### src/adcsc_regs.svh
`ifndef ADCSC_REGS_SVH
`define ADCSC_REGS_SVH
`define ADCSC_BYTE_BITS 4'h8
`define ADCSC_LAST_TX_BIT 4'h7
`define ADCSC_CONV_BIT_CNT 4'h3
`define ADCSC_ADDR_RW 0
`define ADCSC_CMD_SD 7
`define ADCSC_CMD_REF 3
`define ADCSC_CMD_CONV 2
`define ADCSC_HS_CODE 5'h01
`define ADCSC_STRAP_WAIT 2'h2
`define ADCSC_RESULT_RST 8'h00
`endif

### src/adcsc_pkg.sv
package adcsc_pkg;
    typedef enum logic [2:0] {
        ST_IDLE,
        ST_ADDR,
        ST_ADDR_ACK,
        ST_CMD,
        ST_CMD_ACK,
        ST_TX,
        ST_TX_ACK,
        ST_IGNORE
    } adcsc_state_t;
endpackage

### src/adcsc_sync.sv
`timescale 1ns/1ps
module adcsc_sync #(
    parameter int W = 1,
    parameter logic [W-1:0] RST_VAL = '0
) (
    input wire logic clk,
    input wire logic arst_n,
    input wire logic [W-1:0] d,
    output logic [W-1:0] q
);
    logic [W-1:0] meta;
    logic [W-1:0] next_meta;
    logic [W-1:0] next_q;

    always_comb begin
        next_meta = d;
        next_q = meta;
    end

    always_ff @(posedge clk or negedge arst_n) begin
        if (!arst_n) begin
            meta <= RST_VAL;
            q <= RST_VAL;
        end else begin
            meta <= next_meta;
            q <= next_q;
        end
    end
endmodule

### src/adcsc_top.sv
`timescale 1ns/1ps
`include "adcsc_regs.svh"
module adcsc_top
    import adcsc_pkg::*;
#(
    // Arbitrary fixed address code
    parameter logic [4:0] FIXED_CODE = 5'h0b
) (
    input wire logic clk,
    input wire logic arst_n,
    input wire logic scl_in,
    output logic scl_out,
    output logic scl_oe,
    input wire logic sda_in,
    output logic sda_out,
    output logic sda_oe,
    input wire logic select_pin_high,
    input wire logic select_pin_low,
    input wire logic conv_done,
    input wire logic [7:0] conv_result,
    output logic conv_start,
    output logic [2:0] pos_input,
    output logic [2:0] neg_input,
    output logic neg_is_common,
    output logic input_config_select,
    output logic converter_power,
    output logic reference_power,
    output logic hs_mode
);
    function automatic logic [2:0] chan_of(input logic [1:0] pair, input logic odd);
        chan_of = {pair, odd};
    endfunction

    logic [3:0] pins_s;
    logic scl_s;
    logic sda_s;
    logic scl_d;
    logic sda_d;
    logic [1:0] strap_cnt;
    logic strap_done;
    logic [1:0] strap;
    logic next_scl_d;
    logic next_sda_d;
    logic [1:0] next_strap_cnt;
    logic next_strap_done;
    logic [1:0] next_strap;

    adcsc_sync #(.W(4), .RST_VAL(4'hf)) u_sync (
        .clk(clk),
        .arst_n(arst_n),
        .d({scl_in, sda_in, select_pin_high, select_pin_low}),
        .q(pins_s)
    );

    assign scl_s = pins_s[3];
    assign sda_s = pins_s[2];

    always_comb begin
        next_scl_d = scl_s;
        next_sda_d = sda_s;
        next_strap_cnt = strap_cnt;
        next_strap_done = strap_done;
        next_strap = strap;
        if (!strap_done) begin
            if (strap_cnt == `ADCSC_STRAP_WAIT) begin
                next_strap = pins_s[1:0];
                next_strap_done = 1'b1;
            end else begin
                next_strap_cnt = strap_cnt + 2'h1;
            end
        end
    end

    always_ff @(posedge clk or negedge arst_n) begin
        if (!arst_n) begin
            scl_d <= 1'b1;
            sda_d <= 1'b1;
            strap_cnt <= 2'h0;
            strap_done <= 1'b0;
            strap <= 2'h0;
        end else begin
            scl_d <= next_scl_d;
            sda_d <= next_sda_d;
            strap_cnt <= next_strap_cnt;
            strap_done <= next_strap_done;
            strap <= next_strap;
        end
    end

    logic bus_start;
    logic bus_stop;
    logic scl_rise;
    logic scl_fall;

    assign bus_start = scl_s && scl_d && sda_d && !sda_s;
    assign bus_stop = scl_s && scl_d && !sda_d && sda_s;
    assign scl_rise = scl_s && !scl_d;
    assign scl_fall = !scl_s && scl_d;

    adcsc_state_t state;
    adcsc_state_t next_state;
    logic [3:0] cnt;
    logic [3:0] next_cnt;
    logic [7:0] sh;
    logic [7:0] next_sh;
    logic [7:0] tx;
    logic [7:0] next_tx;
    logic [7:0] result;
    logic [7:0] next_result;
    logic nack;
    logic next_nack;
    logic rw;
    logic next_rw;
    logic stretch;
    logic next_stretch;
    logic conv_busy;
    logic next_conv_busy;
    logic conv_keep;
    logic next_conv_keep;
    logic ref_pend;
    logic next_ref_pend;
    logic next_sda_oe;
    logic next_scl_oe;
    logic next_conv_start;
    logic [2:0] next_pos_input;
    logic [2:0] next_neg_input;
    logic next_neg_is_common;
    logic next_input_config_select;
    logic next_converter_power;
    logic next_reference_power;
    logic next_hs_mode;
    logic [2:0] ch;
    logic addr_match;

    // Channel bits as they stand once command bit 4 arrives
    assign ch = {sh[1], sh[0], sda_s};
    assign addr_match = (sh[7:3] == FIXED_CODE) && (sh[2:1] == strap);

    always_comb begin
        next_state = state;
        next_cnt = cnt;
        next_sh = sh;
        next_tx = tx;
        next_result = result;
        next_nack = nack;
        next_rw = rw;
        next_stretch = stretch;
        next_conv_busy = conv_busy;
        next_conv_keep = conv_keep;
        next_ref_pend = ref_pend;
        next_sda_oe = sda_oe;
        next_scl_oe = scl_oe;
        next_conv_start = 1'b0;
        next_pos_input = pos_input;
        next_neg_input = neg_input;
        next_neg_is_common = neg_is_common;
        next_input_config_select = input_config_select;
        next_reference_power = reference_power;
        next_hs_mode = hs_mode;

        if (conv_done && conv_busy) begin
            next_result = conv_result;
            next_conv_busy = 1'b0;
        end

        if (bus_start || bus_stop) begin
            if (ref_pend) begin
                next_reference_power = 1'b1;
                next_ref_pend = 1'b0;
            end
            next_sda_oe = 1'b0;
            next_scl_oe = 1'b0;
            next_stretch = 1'b0;
            next_cnt = 4'h0;
            if (bus_stop) begin
                next_state = ST_IDLE;
                next_hs_mode = 1'b0;
            end else begin
                next_state = ST_ADDR;
            end
        end else begin
            unique case (state)
                ST_IDLE, ST_IGNORE: begin
                    next_sda_oe = 1'b0;
                end
                ST_ADDR: begin
                    if (scl_rise) begin
                        next_sh = {sh[6:0], sda_s};
                        next_cnt = cnt + 4'h1;
                    end else if (scl_fall && cnt == `ADCSC_BYTE_BITS) begin
                        if (addr_match) begin
                            next_state = ST_ADDR_ACK;
                            next_sda_oe = 1'b1;
                            next_rw = sh[`ADCSC_ADDR_RW];
                            if (sh[`ADCSC_ADDR_RW] && hs_mode) begin
                                next_stretch = 1'b1;
                                next_scl_oe = 1'b1;
                            end
                        end else begin
                            if (sh[7:3] == `ADCSC_HS_CODE) begin
                                next_hs_mode = 1'b1;
                            end
                            next_state = ST_IGNORE;
                        end
                    end
                end
                ST_ADDR_ACK: begin
                    if (stretch) begin
                        if (!conv_busy) begin
                            next_stretch = 1'b0;
                            next_scl_oe = 1'b0;
                        end
                    end else if (scl_fall) begin
                        next_cnt = 4'h0;
                        if (rw) begin
                            next_state = ST_TX;
                            next_tx = result;
                            next_sda_oe = !result[7];
                        end else begin
                            next_state = ST_CMD;
                            next_sda_oe = 1'b0;
                        end
                    end
                end
                ST_CMD: begin
                    if (scl_rise) begin
                        next_sh = {sh[6:0], sda_s};
                        next_cnt = cnt + 4'h1;
                        if (cnt == `ADCSC_CONV_BIT_CNT) begin
                            next_conv_start = 1'b1;
                            next_conv_busy = 1'b1;
                            next_input_config_select = sh[2];
                            next_pos_input = chan_of(ch[1:0], ch[2]);
                            next_neg_input = chan_of(ch[1:0], !ch[2]);
                            next_neg_is_common = sh[2];
                        end
                    end else if (scl_fall && cnt == `ADCSC_BYTE_BITS) begin
                        next_state = ST_CMD_ACK;
                        next_sda_oe = 1'b1;
                        // Bits 1 and 0 take no part
                        next_conv_keep = sh[`ADCSC_CMD_CONV];
                        if (!sh[`ADCSC_CMD_REF]) begin
                            next_reference_power = 1'b0;
                            next_ref_pend = 1'b0;
                        end else if (!reference_power) begin
                            next_ref_pend = 1'b1;
                        end
                    end
                end
                ST_CMD_ACK: begin
                    if (scl_fall) begin
                        next_state = ST_CMD;
                        next_sda_oe = 1'b0;
                        next_cnt = 4'h0;
                    end
                end
                ST_TX: begin
                    if (scl_fall) begin
                        if (cnt == `ADCSC_LAST_TX_BIT) begin
                            next_state = ST_TX_ACK;
                            next_sda_oe = 1'b0;
                            next_cnt = 4'h0;
                        end else begin
                            next_tx = {tx[6:0], 1'b0};
                            next_sda_oe = !tx[6];
                            next_cnt = cnt + 4'h1;
                        end
                    end
                end
                ST_TX_ACK: begin
                    if (scl_rise) begin
                        next_nack = sda_s;
                    end else if (scl_fall) begin
                        if (nack) begin
                            next_state = ST_IGNORE;
                            next_sda_oe = 1'b0;
                        end else begin
                            next_state = ST_TX;
                            next_tx = result;
                            next_sda_oe = !result[7];
                        end
                    end
                end
            endcase
        end
        next_converter_power = next_conv_busy || next_conv_keep;
    end

    always_ff @(posedge clk or negedge arst_n) begin
        if (!arst_n) begin
            state <= ST_IDLE;
            cnt <= 4'h0;
            sh <= 8'h00;
            tx <= 8'h00;
            result <= `ADCSC_RESULT_RST;
            nack <= 1'b0;
            rw <= 1'b0;
            stretch <= 1'b0;
            conv_busy <= 1'b0;
            conv_keep <= 1'b0;
            ref_pend <= 1'b0;
            sda_oe <= 1'b0;
            scl_oe <= 1'b0;
            sda_out <= 1'b0;
            scl_out <= 1'b0;
            conv_start <= 1'b0;
            pos_input <= 3'h0;
            neg_input <= 3'h1;
            neg_is_common <= 1'b0;
            input_config_select <= 1'b0;
            converter_power <= 1'b0;
            reference_power <= 1'b0;
            hs_mode <= 1'b0;
        end else begin
            state <= next_state;
            cnt <= next_cnt;
            sh <= next_sh;
            tx <= next_tx;
            result <= next_result;
            nack <= next_nack;
            rw <= next_rw;
            stretch <= next_stretch;
            conv_busy <= next_conv_busy;
            conv_keep <= next_conv_keep;
            ref_pend <= next_ref_pend;
            sda_oe <= next_sda_oe;
            scl_oe <= next_scl_oe;
            sda_out <= 1'b0;
            scl_out <= 1'b0;
            conv_start <= next_conv_start;
            pos_input <= next_pos_input;
            neg_input <= next_neg_input;
            neg_is_common <= next_neg_is_common;
            input_config_select <= next_input_config_select;
            converter_power <= next_converter_power;
            reference_power <= next_reference_power;
            hs_mode <= next_hs_mode;
        end
    end
endmodule

### config.mk
export PLATFORM = sky130hd
export DESIGN_NAME = adcsc_top
export DESIGN_NICKNAME = d
export VERILOG_FILES = /design/src/adcsc_pkg.sv /design/src/adcsc_sync.sv /design/src/adcsc_top.sv
export VERILOG_INCLUDE_DIRS = /design/src
export SDC_FILE = /design/constraint.sdc
export NUM_CORES = 1
export LEC_CHECK = 0
export BUFFER_PORTS_ARGS = -buffer_cell sky130_fd_sc_hd__buf_2
export CAP_MARGIN = 5
export CORE_MARGIN = 8
export CORE_UTILIZATION = 60
export DETAILED_ROUTE_END_ITERATION = 16
export GPL_TIMING_DRIVEN = 1
export PLACE_DENSITY_LB_ADDON = 0.05
export SLEW_MARGIN = 20
export SYNTH_ARGS = -nofsm -noshare
export SYNTH_HDL_FRONTEND = slang
export SYNTH_SLANG_ARGS = --single-unit
### constraint.sdc
create_clock -name clk -period 4.55 [get_ports clk]
set_input_delay 0 -clock clk [delete_from_list [all_inputs] [get_ports clk]]
set_output_delay 0 -clock clk [all_outputs]
set_load 0.1 [all_outputs]
Word-level counts from Yosys, hierarchy flattened
Index checks and enable logic that the tools add are counted. Widths: inputs -> output; s select.

Register bits: 64. Logic and storage cells: 218.

Bitwise gates (word level): 4. Mux-type cells: 95. Equality and inequality tests: 44. Reductions and logical operators: 46. Add/subtract/negate cells: 2.

Operators by type and width (count): $mux 1 (60); $mux 7 (8); $ne 3x3->1 const B (15); $mux 3 (14); $mux 4 (6); $pmux 7 s3 (1); $ne 2x2->1 const B (10); $pmux 3 s6 (1); $pmux 4 s4 (1); $reduce_and 5->1 (3); $eq 3x3->1 const B (4); $reduce_and 12->1 (1); $reduce_and 4->1 (3); $logic_and 1x1->1 (11); $reduce_and 11->1 (1); $reduce_and 10->1 (1); $reduce_bool 2->1 (4); $logic_not 1->1 (7); $pmux 1 s7 (1); $reduce_and 7->1 (1); $reduce_bool 7->1 (1); $eq 3x2->1 const B (2); $ne 2x1->1 const B (3); $reduce_and 3->1 (2); 22 further kinds (30).

Depth between registers and ports, before layout
Gate-level depths: netlist of the first run.

Depth in word-level cells: 8. Depth in mapped cells: 8.

Hierarchy
From an unflattened synthesis of the first run, not the netlist that was laid out.

Cells, all modules: 253. Area, all modules: 2882.8 um2.

By module, submodules not included: adcsc_top (times used 1, seq. area each 1355.0 um2, cells each 245, area each 2672.6 um2); adcsc_sync (times used 1, seq. area each 210.2 um2, cells each 8, area each 210.2 um2).

Worst setup path before layout of the first run
OpenSTA, ideal clock, no wires.

Path type: reg2reg. Start point: register hs_mode. End point: register scl_oe. Path slack: 2.724 ns. Path buffers: 0. Period minus slack after synthesis: 1.826 ns. Arrival time: 1.695 ns. Required time: 4.419 ns. Setup time: 0.131 ns. Stages on the path, launching flop included: 6. Path through: dfrtp_1 nand4b_1 a211oi_1 a21oi_1 o21ai_0 o21ai_0.

Longest elaborated chain between the ends: 3.

RTL lines: start, declared (line adcsc_top.sv:28) `output logic hs_mode`; start signal, assigned (line adcsc_top.sv:337) `hs_mode <= next_hs_mode;`; $logic_and 1x1->1 (line adcsc_top.sv:195) `` if (sh[`ADCSC_ADDR_RW] && hs_mode) begin ``; $ne 3x3->1 (no line); $reduce_and 7->1 (no line); end signal, assigned (line adcsc_top.sv:327) `scl_oe <= next_scl_oe;`; end, declared (line adcsc_top.sv:13) `output logic scl_oe,`.

No other way between the ends. A chain may end at the register's enable or synchronous reset.

Final worst setup path of the first run
Start point: register state[0]. End point: register tx[4].

Longest elaborated chain between the ends: 3. Elaborated cells on any way between the ends: 14. Classes of those cells: eq/ne: 11; mux: 1; reduce/logical: 2.

RTL lines: start, declared (line adcsc_top.sv:100) `adcsc_state_t state;`; start signal, assigned (line adcsc_top.sv:315) `state <= next_state;`; $eq 3x3->1 / $eq 3x2->1 (equally long branches) (line adcsc_top.sv:182) `unique case (state)`; $ne 2x2->1 (no line) / $reduce_bool 3->1 (equally long branches); $reduce_and 10->1 (no line); end signal, assigned (line adcsc_top.sv:318) `tx <= next_tx;`; end, declared (line adcsc_top.sv:106) `logic [7:0] tx;`.

Several ways; a longest one is shown, not always the timed one.

==> impl_results.md, run 1 <==
* Number of warnings reported in the yosys synthesis log at 0
* Via count of the first global-routing pass at 2132
* Type of the worst setup path: register to register
* PD cells at 578 nW/um^2
* Switching component of the power at 0.000807 W
* Hold-fix buffers, CTS at 14
* Switching power share of the total at 0.407
* Final count of pins violating max slew at 0
* Max-slew headroom at 0.395
* TritonCTS Buffers at 9
* Overflow left after global routing at 0
* Sequential fraction of the synthesis area at 0.523
* Global-route total usage across every layer at 0.171
* Post-Synthesis Mean Instance Area at 11.5 um^2
* Clock slew at reported path FFs at 0.07 ns
* Effective utilization at floorplan at 0.629
* Number of distinct library cells after synthesis at 56
* Average wire per cell in the routed design at 15.4 um
* Detail Placement HPWL at 4070 um
* Static leakage power at 1.53 nW
* Ratio of cells with drive above 1 in the final layout at 0.308
* Crit path max-delay family: compound AO/OA/AOI/OAI gates
* Antenna viol nets, final at 0
* Floorplan die width at 86.6 um
* Proportion of power drawn by flip-flops and latches at 0.421
* Top-level I/O count at 31
* Ys flop type: sky130_fd_sc_hd__dfrtp_1
* Vias per cell at 5.58
* Cell area after layout at 3430 um^2
* Overall die area at 7500 um^2
* Area after detailed placement at 3120 um^2
* Height of the die at 86.6 um
* Clock tree from TritonCTS: yes
* Dominant combinational cell family by area after synthesis: compound AO/OA/AOI/OAI gates
* Post-layout worst setup margin at 2.22 ns
* Count of buffers from port buffering at 28
* Detailed Route Iter0 Violations at 165
* Number of synthesized register bits at 62
* Relative contribution of combinational cells to total power at 0.370
* RSZ-0062 raised after global routing: no
* Worst slew pin tran at 0.904 ns
* Nature of the critical path endpoint: register
* Final wirelength at 5740 um
* Synthesized-area fraction occupied by and/or/nand/nor cells at 0.138
* Critical path data arrival time at 2.57 ns
* Post-Place Setup Slack at 2.29 ns
* Clock share of power at 0.209
* Clock insertion delay at the later pin of the skew report at 0.33 ns
* Number of instances resized during post-cts repair at 0
* First-pass GRT wire length at 10200 um
* Sort of element at the start of the critical path: register
* Number of optimization iterations in the first detailed-route pass at 4
* Required time reported for the critical path endpoint at 4.79 ns
* Final hold violations at 0
* Via count of the routed design at 2075
* Outcome: completed
* Number of buffers inserted to repair setup after CTS at 0
* H-tree levels at 3
* Fraction of synthesis flops using an asynchronous set or reset pin at 1.00
* Placer congestion estimate at 0.892
* Post-synthesis mux area share at 0.123
* Post-layout minimum cycle time at 2.33 ns
* Setup violation total in the final timing report at 0
* Share of the clock period used by the worst path after layout at 0.512
* Area growth from synthesis to layout at 14.8%
* Maximum vdd drop at 361 uV
* Internal power contribution at 0.00118 W
* Number of rows created at floorplan at 25
* Crit-path max FO at 19
* Hold WC Path Type: primary input to register
* Worst clock skew at 0.00941 ns
* Fmax at 0.429 GHz
* Buffering stage count on the worst path with inverters included at 0
* Post-synthesis instance total at 261
* Placeable core region at 4750 um^2
* Share of synthesized cell area in full adder, half adder and majority cells at 0.0125
* CTS max path bufs at 2
* Pin count of the biggest net entering global routing at 63
* Number of violations of the max-capacitance limit at 0
* Synth Cell Area at 2990 um^2
* Crit-path slowest cell: sky130_fd_sc_hd__dfrtp_1
* Post-layout nets at 318
* Synth Area in Compound Gates at 0.142
* Worst-path cell chain: nand3b_1 -> o21bai_4 -> a211oi_4 -> nor2_1 -> a21oi_1
* Initial antenna violation count at 0
* Final TNS setup at 0 ns
* Commonest non-fill, non-tap cells in the layout: sky130_fd_sc_hd__dfrtp_1 (51), sky130_fd_sc_hd__buf_2 (28), sky130_fd_sc_hd__mux2_2 (22)
* Most common cell after layout, fill and taps aside: sky130_fd_sc_hd__dfrtp_1
* # clock sinks at 62
* CTS root buffer: sky130_fd_sc_hd__clkbuf_8
* Number of synthesized flops with an enable pin at 0
* Share of the synthesized netlist area taken by xor and xnor gates at 0.0117
* Antenna Diode Count at 0
* Largest stage delay on the critical path at 0.68 ns
* DRC violation count after routing at 0
[metal layers]
metal	vias up	global-route usage	share of wire
li1	1003	-	-
met1	1001	0.223	0.46
met2	62	0.263	0.47
met3	9	0.0491	0.065
met4	0	0.0610	0.0099
met5	-	0	0
[cell families after synthesis]
family          count (synthesis)
flops                          62
compound gates                 58
mux                            32
other cells                     1
simple gates                   75
buf+inv                        26
fa+ha+maj                       3
xor+xnor                        4
[cell usage after synthesis, types with 2 or more instances]
cell / instances / share of area
sky130_fd_sc_hd__ha_1: 3 / 0.013
sky130_fd_sc_hd__a21o_1: 3 / 0.0075
sky130_fd_sc_hd__nand2_1: 14 / 0.018
sky130_fd_sc_hd__nand2b_1: 8 / 0.017
sky130_fd_sc_hd__mux2i_1: 6 / 0.020
sky130_fd_sc_hd__nor4bb_1: 2 / 0.0067
sky130_fd_sc_hd__a311oi_1: 3 / 0.0088
sky130_fd_sc_hd__dfrtp_1: 51 / 0.43
sky130_fd_sc_hd__nor2b_1: 2 / 0.0042
sky130_fd_sc_hd__clkbuf_1: 2 / 0.0025
sky130_fd_sc_hd__mux2_2: 22 / 0.083
sky130_fd_sc_hd__or2_1: 2 / 0.0042
sky130_fd_sc_hd__a31oi_1: 8 / 0.017
sky130_fd_sc_hd__or4_1: 2 / 0.0050
sky130_fd_sc_hd__dfstp_2: 11 / 0.097
sky130_fd_sc_hd__a21oi_1: 13 / 0.022
sky130_fd_sc_hd__nor2_1: 19 / 0.024
sky130_fd_sc_hd__a211oi_1: 2 / 0.0050
sky130_fd_sc_hd__or2_2: 3 / 0.0063
sky130_fd_sc_hd__xor2_1: 2 / 0.0059
sky130_fd_sc_hd__nand3_1: 4 / 0.0067
sky130_fd_sc_hd__xnor2_1: 2 / 0.0059
sky130_fd_sc_hd__o221ai_1: 2 / 0.0059
sky130_fd_sc_hd__mux2_4: 4 / 0.020
sky130_fd_sc_hd__inv_1: 10 / 0.013
sky130_fd_sc_hd__o21ai_0: 15 / 0.025
sky130_fd_sc_hd__buf_4: 6 / 0.015
sky130_fd_sc_hd__buf_6: 2 / 0.0075
sky130_fd_sc_hd__nor3_1: 6 / 0.010
sky130_fd_sc_hd__buf_2: 6 / 0.010
[flip-flops by register name (all words and copies together), names as in the netlist, 2 cells and up]
| name | flops |
|---|---|
| strap | 2 |
| sh | 8 |
| strap_cnt | 2 |
| pos_input | 3 |
| u_sync.q | 4 |
| cnt | 4 |
| result | 8 |
| tx | 7 |
| u_sync.meta | 4 |
| state | 3 |
[per-stage QoR]
step | power (W) | hold WS (ns) | std cells | utilization
3_5_place_dp | 0.00157 | 0.107 | 342 | 0.657
6_report | 0.00199 | 0.313 | 372 | 0.722
5_1_grt | 0.00212 | 0.303 | 372 | 0.722
2_1_floorplan | 0.00144 | -0.296 | 262 | -
3_3_place_gp | 0.00155 | 0.105 | 342 | 0.657
4_1_cts | 0.00199 | 0.299 | 372 | 0.722
[final cells by class]
| type | instances | area [um^2] |
|---|---|---|
| Clock buffer | 9 | 124 |
| Clock inverter | 7 | 47.5 |
| Fill cell | 348 | 1320 |
| Inverter | 10 | 37.5 |
| Multi-Input combinational cell | 174 | 1290 |
| Sequential cell | 62 | 1570 |
| Tap cell | 67 | 83.8 |
| Timing Repair Buffer | 43 | 288 |
[power by group through the flow]
| stage | combinational, W | sequential [W] | clock [W] |
|---|---|---|---|
| after CTS | 0.000734 | 0.000834 | 0.000425 |
| final | 0.000735 | 0.000836 | 0.000414 |
| after global placement | 0.000712 | 0.000842 | 0 |
| after detailed placement | 0.000722 | 0.000844 | 0 |
| after global routing | 0.000813 | 0.000860 | 0.000448 |
| after floorplan | 0.000558 | 0.000886 | 0 |
[final timing paths]
kind,startpoint,to,slack (ns),depth (start not counted)
setup / recovery,state[0],tx[4],2.22,5
hold / removal,sda_in,u_sync.meta[2],0.31,2
setup reg to reg,state[0],tx[4],2.22,5
hold reg to reg,u_sync.meta[1],u_sync.q[1],0.36,0
max in group asynchronous,arst_n,cnt[0],3.70,3
min in group asynchronous,arst_n,strap[0],0.37,3
(Power assumes the default switching activity.)
==> run 2: changes to the inputs <==
--- a/config.mk
+++ b/config.mk
@@ -6,10 +6,11 @@
 export SDC_FILE = /design/constraint.sdc
 export NUM_CORES = 1
 export LEC_CHECK = 0
+export ABC_AREA = 1
 export BUFFER_PORTS_ARGS = -buffer_cell sky130_fd_sc_hd__buf_2
 export CAP_MARGIN = 5
 export CORE_MARGIN = 8
-export CORE_UTILIZATION = 60
+export CORE_UTILIZATION = 52
 export DETAILED_ROUTE_END_ITERATION = 16
 export GPL_TIMING_DRIVEN = 1
 export PLACE_DENSITY_LB_ADDON = 0.05
==> constraint.sdc (replaced) <==
create_clock -name clk -period 2 [get_ports clk]
set_input_delay 0 -clock clk [delete_from_list [all_inputs] [get_ports clk]]
set_output_delay 0 -clock clk [all_outputs]
set_load 0.1 [all_outputs]
==> impl_results.md, run 2 <==
* Outcome: completed
* Vias per cell at 5.02
* Ratio of cells with drive above 1 in the final layout at 0.210
* Crit-path slowest cell: sky130_fd_sc_hd__dfstp_2
* Maximum vdd drop at 720 uV
* Crit path max-delay family: simple AND/OR/NAND/NOR gates
* CTS root buffer: sky130_fd_sc_hd__clkbuf_8
* Most frequent CP cell: sky130_fd_sc_hd__nand2_1
* CTS max path bufs at 2
* Pin count of the biggest net entering global routing at 25
* Clock share of power at 0.224
* Required time reported for the critical path endpoint at 2.28 ns
* Final count of pins violating max slew at 0
* Average wire per cell in the routed design at 13.5 um
* Number of distinct library cells after synthesis at 27
* Setup violation total in the final timing report at 0
* Type of the worst setup path: register to register
* Number of violations of the max-capacitance limit at 0
* Area growth from synthesis to layout at 19.7%
* Reg2Reg Capture Point: state[0]
* Number of rows created at floorplan at 27
* Count of buffers from port buffering at 28
* First-pass GRT wire length at 10900 um
* Number of synthesized flops with an enable pin at 0
* Internal power contribution at 0.00263 W
* Switching component of the power at 0.00197 W
* Library cell with the highest instance count after synthesis: sky130_fd_sc_hd__nand2_1
* Final wirelength at 6440 um
* Max-slew headroom at 0.643
* Post-layout nets at 418
* Proportion of power drawn by flip-flops and latches at 0.376
* Hold WC Path Type: primary input to asynchronous set/reset pin
* Crit-path max FO at 15
* R2r setup slk at 0.23 ns
* Biggest area consumer among synthesized cells: sky130_fd_sc_hd__dfrtp_1
* Overall die area at 8350 um^2
* Worst clock skew at 0.0124 ns
* Via count of the routed design at 2396
* Buffering stage count on the worst path with inverters included at 0
* Clock slew at reported path FFs at 0.08 ns
* Post-layout minimum cycle time at 1.77 ns
* Most common cell after layout, fill and taps aside: sky130_fd_sc_hd__nand2_1
* End point of the critical path: state[0]
* Share of the clock period used by the worst path after layout at 0.886
* Commonest non-fill, non-tap cells in the layout: sky130_fd_sc_hd__nand2_1 (92), sky130_fd_sc_hd__dfrtp_1 (50), sky130_fd_sc_hd__inv_1 (39)
* Sequential fraction of the synthesis area at 0.530
* Static leakage power at 1.87 nW
* RSZ-0062 raised after global routing: yes
* Synth Cell Area at 2950 um^2
* Critical path data arrival time at 2.05 ns
* Fraction of synthesis flops using an asynchronous set or reset pin at 1.00
* Hold Slack at 0.158 ns
* Switching power share of the total at 0.429
* Detail Placement HPWL at 4670 um
* Fmax at 0.564 GHz
* Number of synthesized register bits at 62
* Clock tree from TritonCTS: yes
* Share of the synthesized area in the top cell type at 0.432
* # clock sinks at 62
* Relative contribution of combinational cells to total power at 0.400
* Number of gates on the worst path with buffers counted at 8
* R2r worst-path depth at 8
* Post-Synthesis Mean Instance Area at 8.56 um^2
* Leading cell types by count after synthesis: sky130_fd_sc_hd__nand2_1 (93), sky130_fd_sc_hd__dfrtp_1 (51), sky130_fd_sc_hd__inv_1 (39)
* Placeable core region at 5510 um^2
* Height of the die at 91.4 um
* Launch point of the worst path: u_sync.q[3]
* Initial antenna violation count at 0
* Largest stage delay on the critical path at 0.59 ns
* Global-route total usage across every layer at 0.163
* Largest registers in the final layout: result (8), sh (8), tx (7)
* Effective utilization at floorplan at 0.536
* Antenna Diode Count at 0
* Via count of the first global-routing pass at 2358
* Number of warnings reported in the yosys synthesis log at 0
* Number of optimization iterations in the first detailed-route pass at 4
* Post-synthesis instance total at 345
* Reg-to-reg critical path startpoint: u_sync.q[3]
* Placer congestion estimate at 0.911
* Overflow left after global routing at 0
* Final core utilization at 0.642
* Floorplan die width at 91.4 um
* Worst-path cell chain: nand2_1 -> o21ai_0 -> nand2_2 -> nand2_1 -> nand3_1 -> nor2_1 -> nand2_1 -> nand2_1
* DRC violation count after routing at 0
* Cell types with the largest area share after synthesis: sky130_fd_sc_hd__dfrtp_1 (43%), sky130_fd_sc_hd__nand2_1 (12%), sky130_fd_sc_hd__dfstp_2 (9.8%)
* Sort of element at the start of the critical path: register
* TritonCTS Buffers at 9
* H-tree levels at 3
* Nature of the critical path endpoint: register
* Antenna viol nets, final at 0
* Final hold violations at 0
* Ys flop type: sky130_fd_sc_hd__dfrtp_1
* Detailed Route Iter0 Violations at 166
* Number of buffers inserted to repair setup after CTS at 0
* Clock insertion delay at the later pin of the skew report at 0.35 ns
* Top-level I/O count at 31
* Worst slew pin tran at 0.535 ns
* PD cells at 1300 nW/um^2
## run 2: routing by layer
metal	global-route usage	wire length [um]	vias to the layer above
li1	-	-	1218
met1	0.205	3080	1105
met2	0.249	2870	57
met3	0.0379	324	16
met4	0.0996	161	0
met5	0	0	-
## run 2: worst min path at each step
stage / start / endpoint / slack [ns] / cells after the start
finish: arst_n / input_config_select / 0.16 / 2
global route: arst_n / sh[3] / 0.21 / 2
CTS: arst_n / input_config_select / 0.17 / 2
detailed placement: arst_n / input_config_select / 0.02 / 1
global placement: arst_n / sh[3] / 0.007 / 1
floorplan: arst_n / cnt[0] / -0.30 / 0
## run 2: power groups by stage
stage	clock network (W)	logic [W]	registers, W
6_report	0.00103	0.00184	0.00173
5_1_grt	0.00109	0.00210	0.00177
4_1_cts	0.00105	0.00184	0.00173
3_5_place_dp	0	0.00181	0.00175
3_3_place_gp	0	0.00179	0.00174
2_1_floorplan	0	0.00122	0.00192
## run 2: repair_timing
action,4_1_cts,5_1_grt
hold endpoints to repair,35,0
setup endpoints to repair,0,14
gates resized for setup,0,3
hold buffers,14,0
## run 2: cell type report
| type | count | area [um^2] |
|---|---|---|
| multi-input cells | 234 | 1180 |
| clock inverters | 4 | 31.3 |
| well taps | 72 | 90.1 |
| clock buffers | 12 | 155 |
| fillers | 471 | 1970 |
| flip-flops and latches | 62 | 1570 |
| repair buffers | 53 | 363 |
| inverters | 40 | 150 |
## run 2: kinds of logic after synthesis
kind of cell             share of synthesized area
XOR/XNOR                                   0.00593
AO/OA/AOI/OAI                                0.104
adder cells (fa/ha/maj)                     0.0127
AND/OR/NAND/NOR                              0.222
buffers and inverters                       0.0737
multiplexers                                0.0508
other                                      0.00127
flip-flops                                   0.530
## run 2: worst reg2reg max path: cells and delay by family, from the launching register on
kind,cells,cell delay (ns)
AOI/OAI and AO/OA,1,0.19
DFF,1,0.59
and+or+nand+nor,7,0.93
## run 2: per-stage QoR
step	std cells	power (W)	TNS [ns]	area, um^2	setup slack [ns]
2_1_floorplan	346	0.00314	0	2960	0.457
3_5_place_dp	447	0.00356	0	3200	0.135
6_report	477	0.00460	0	3540	0.227
4_1_cts	477	0.00462	0	3530	0.116
5_1_grt	477	0.00495	-0.0210	3540	-0.0210
3_3_place_gp	447	0.00354	0	3200	0.229
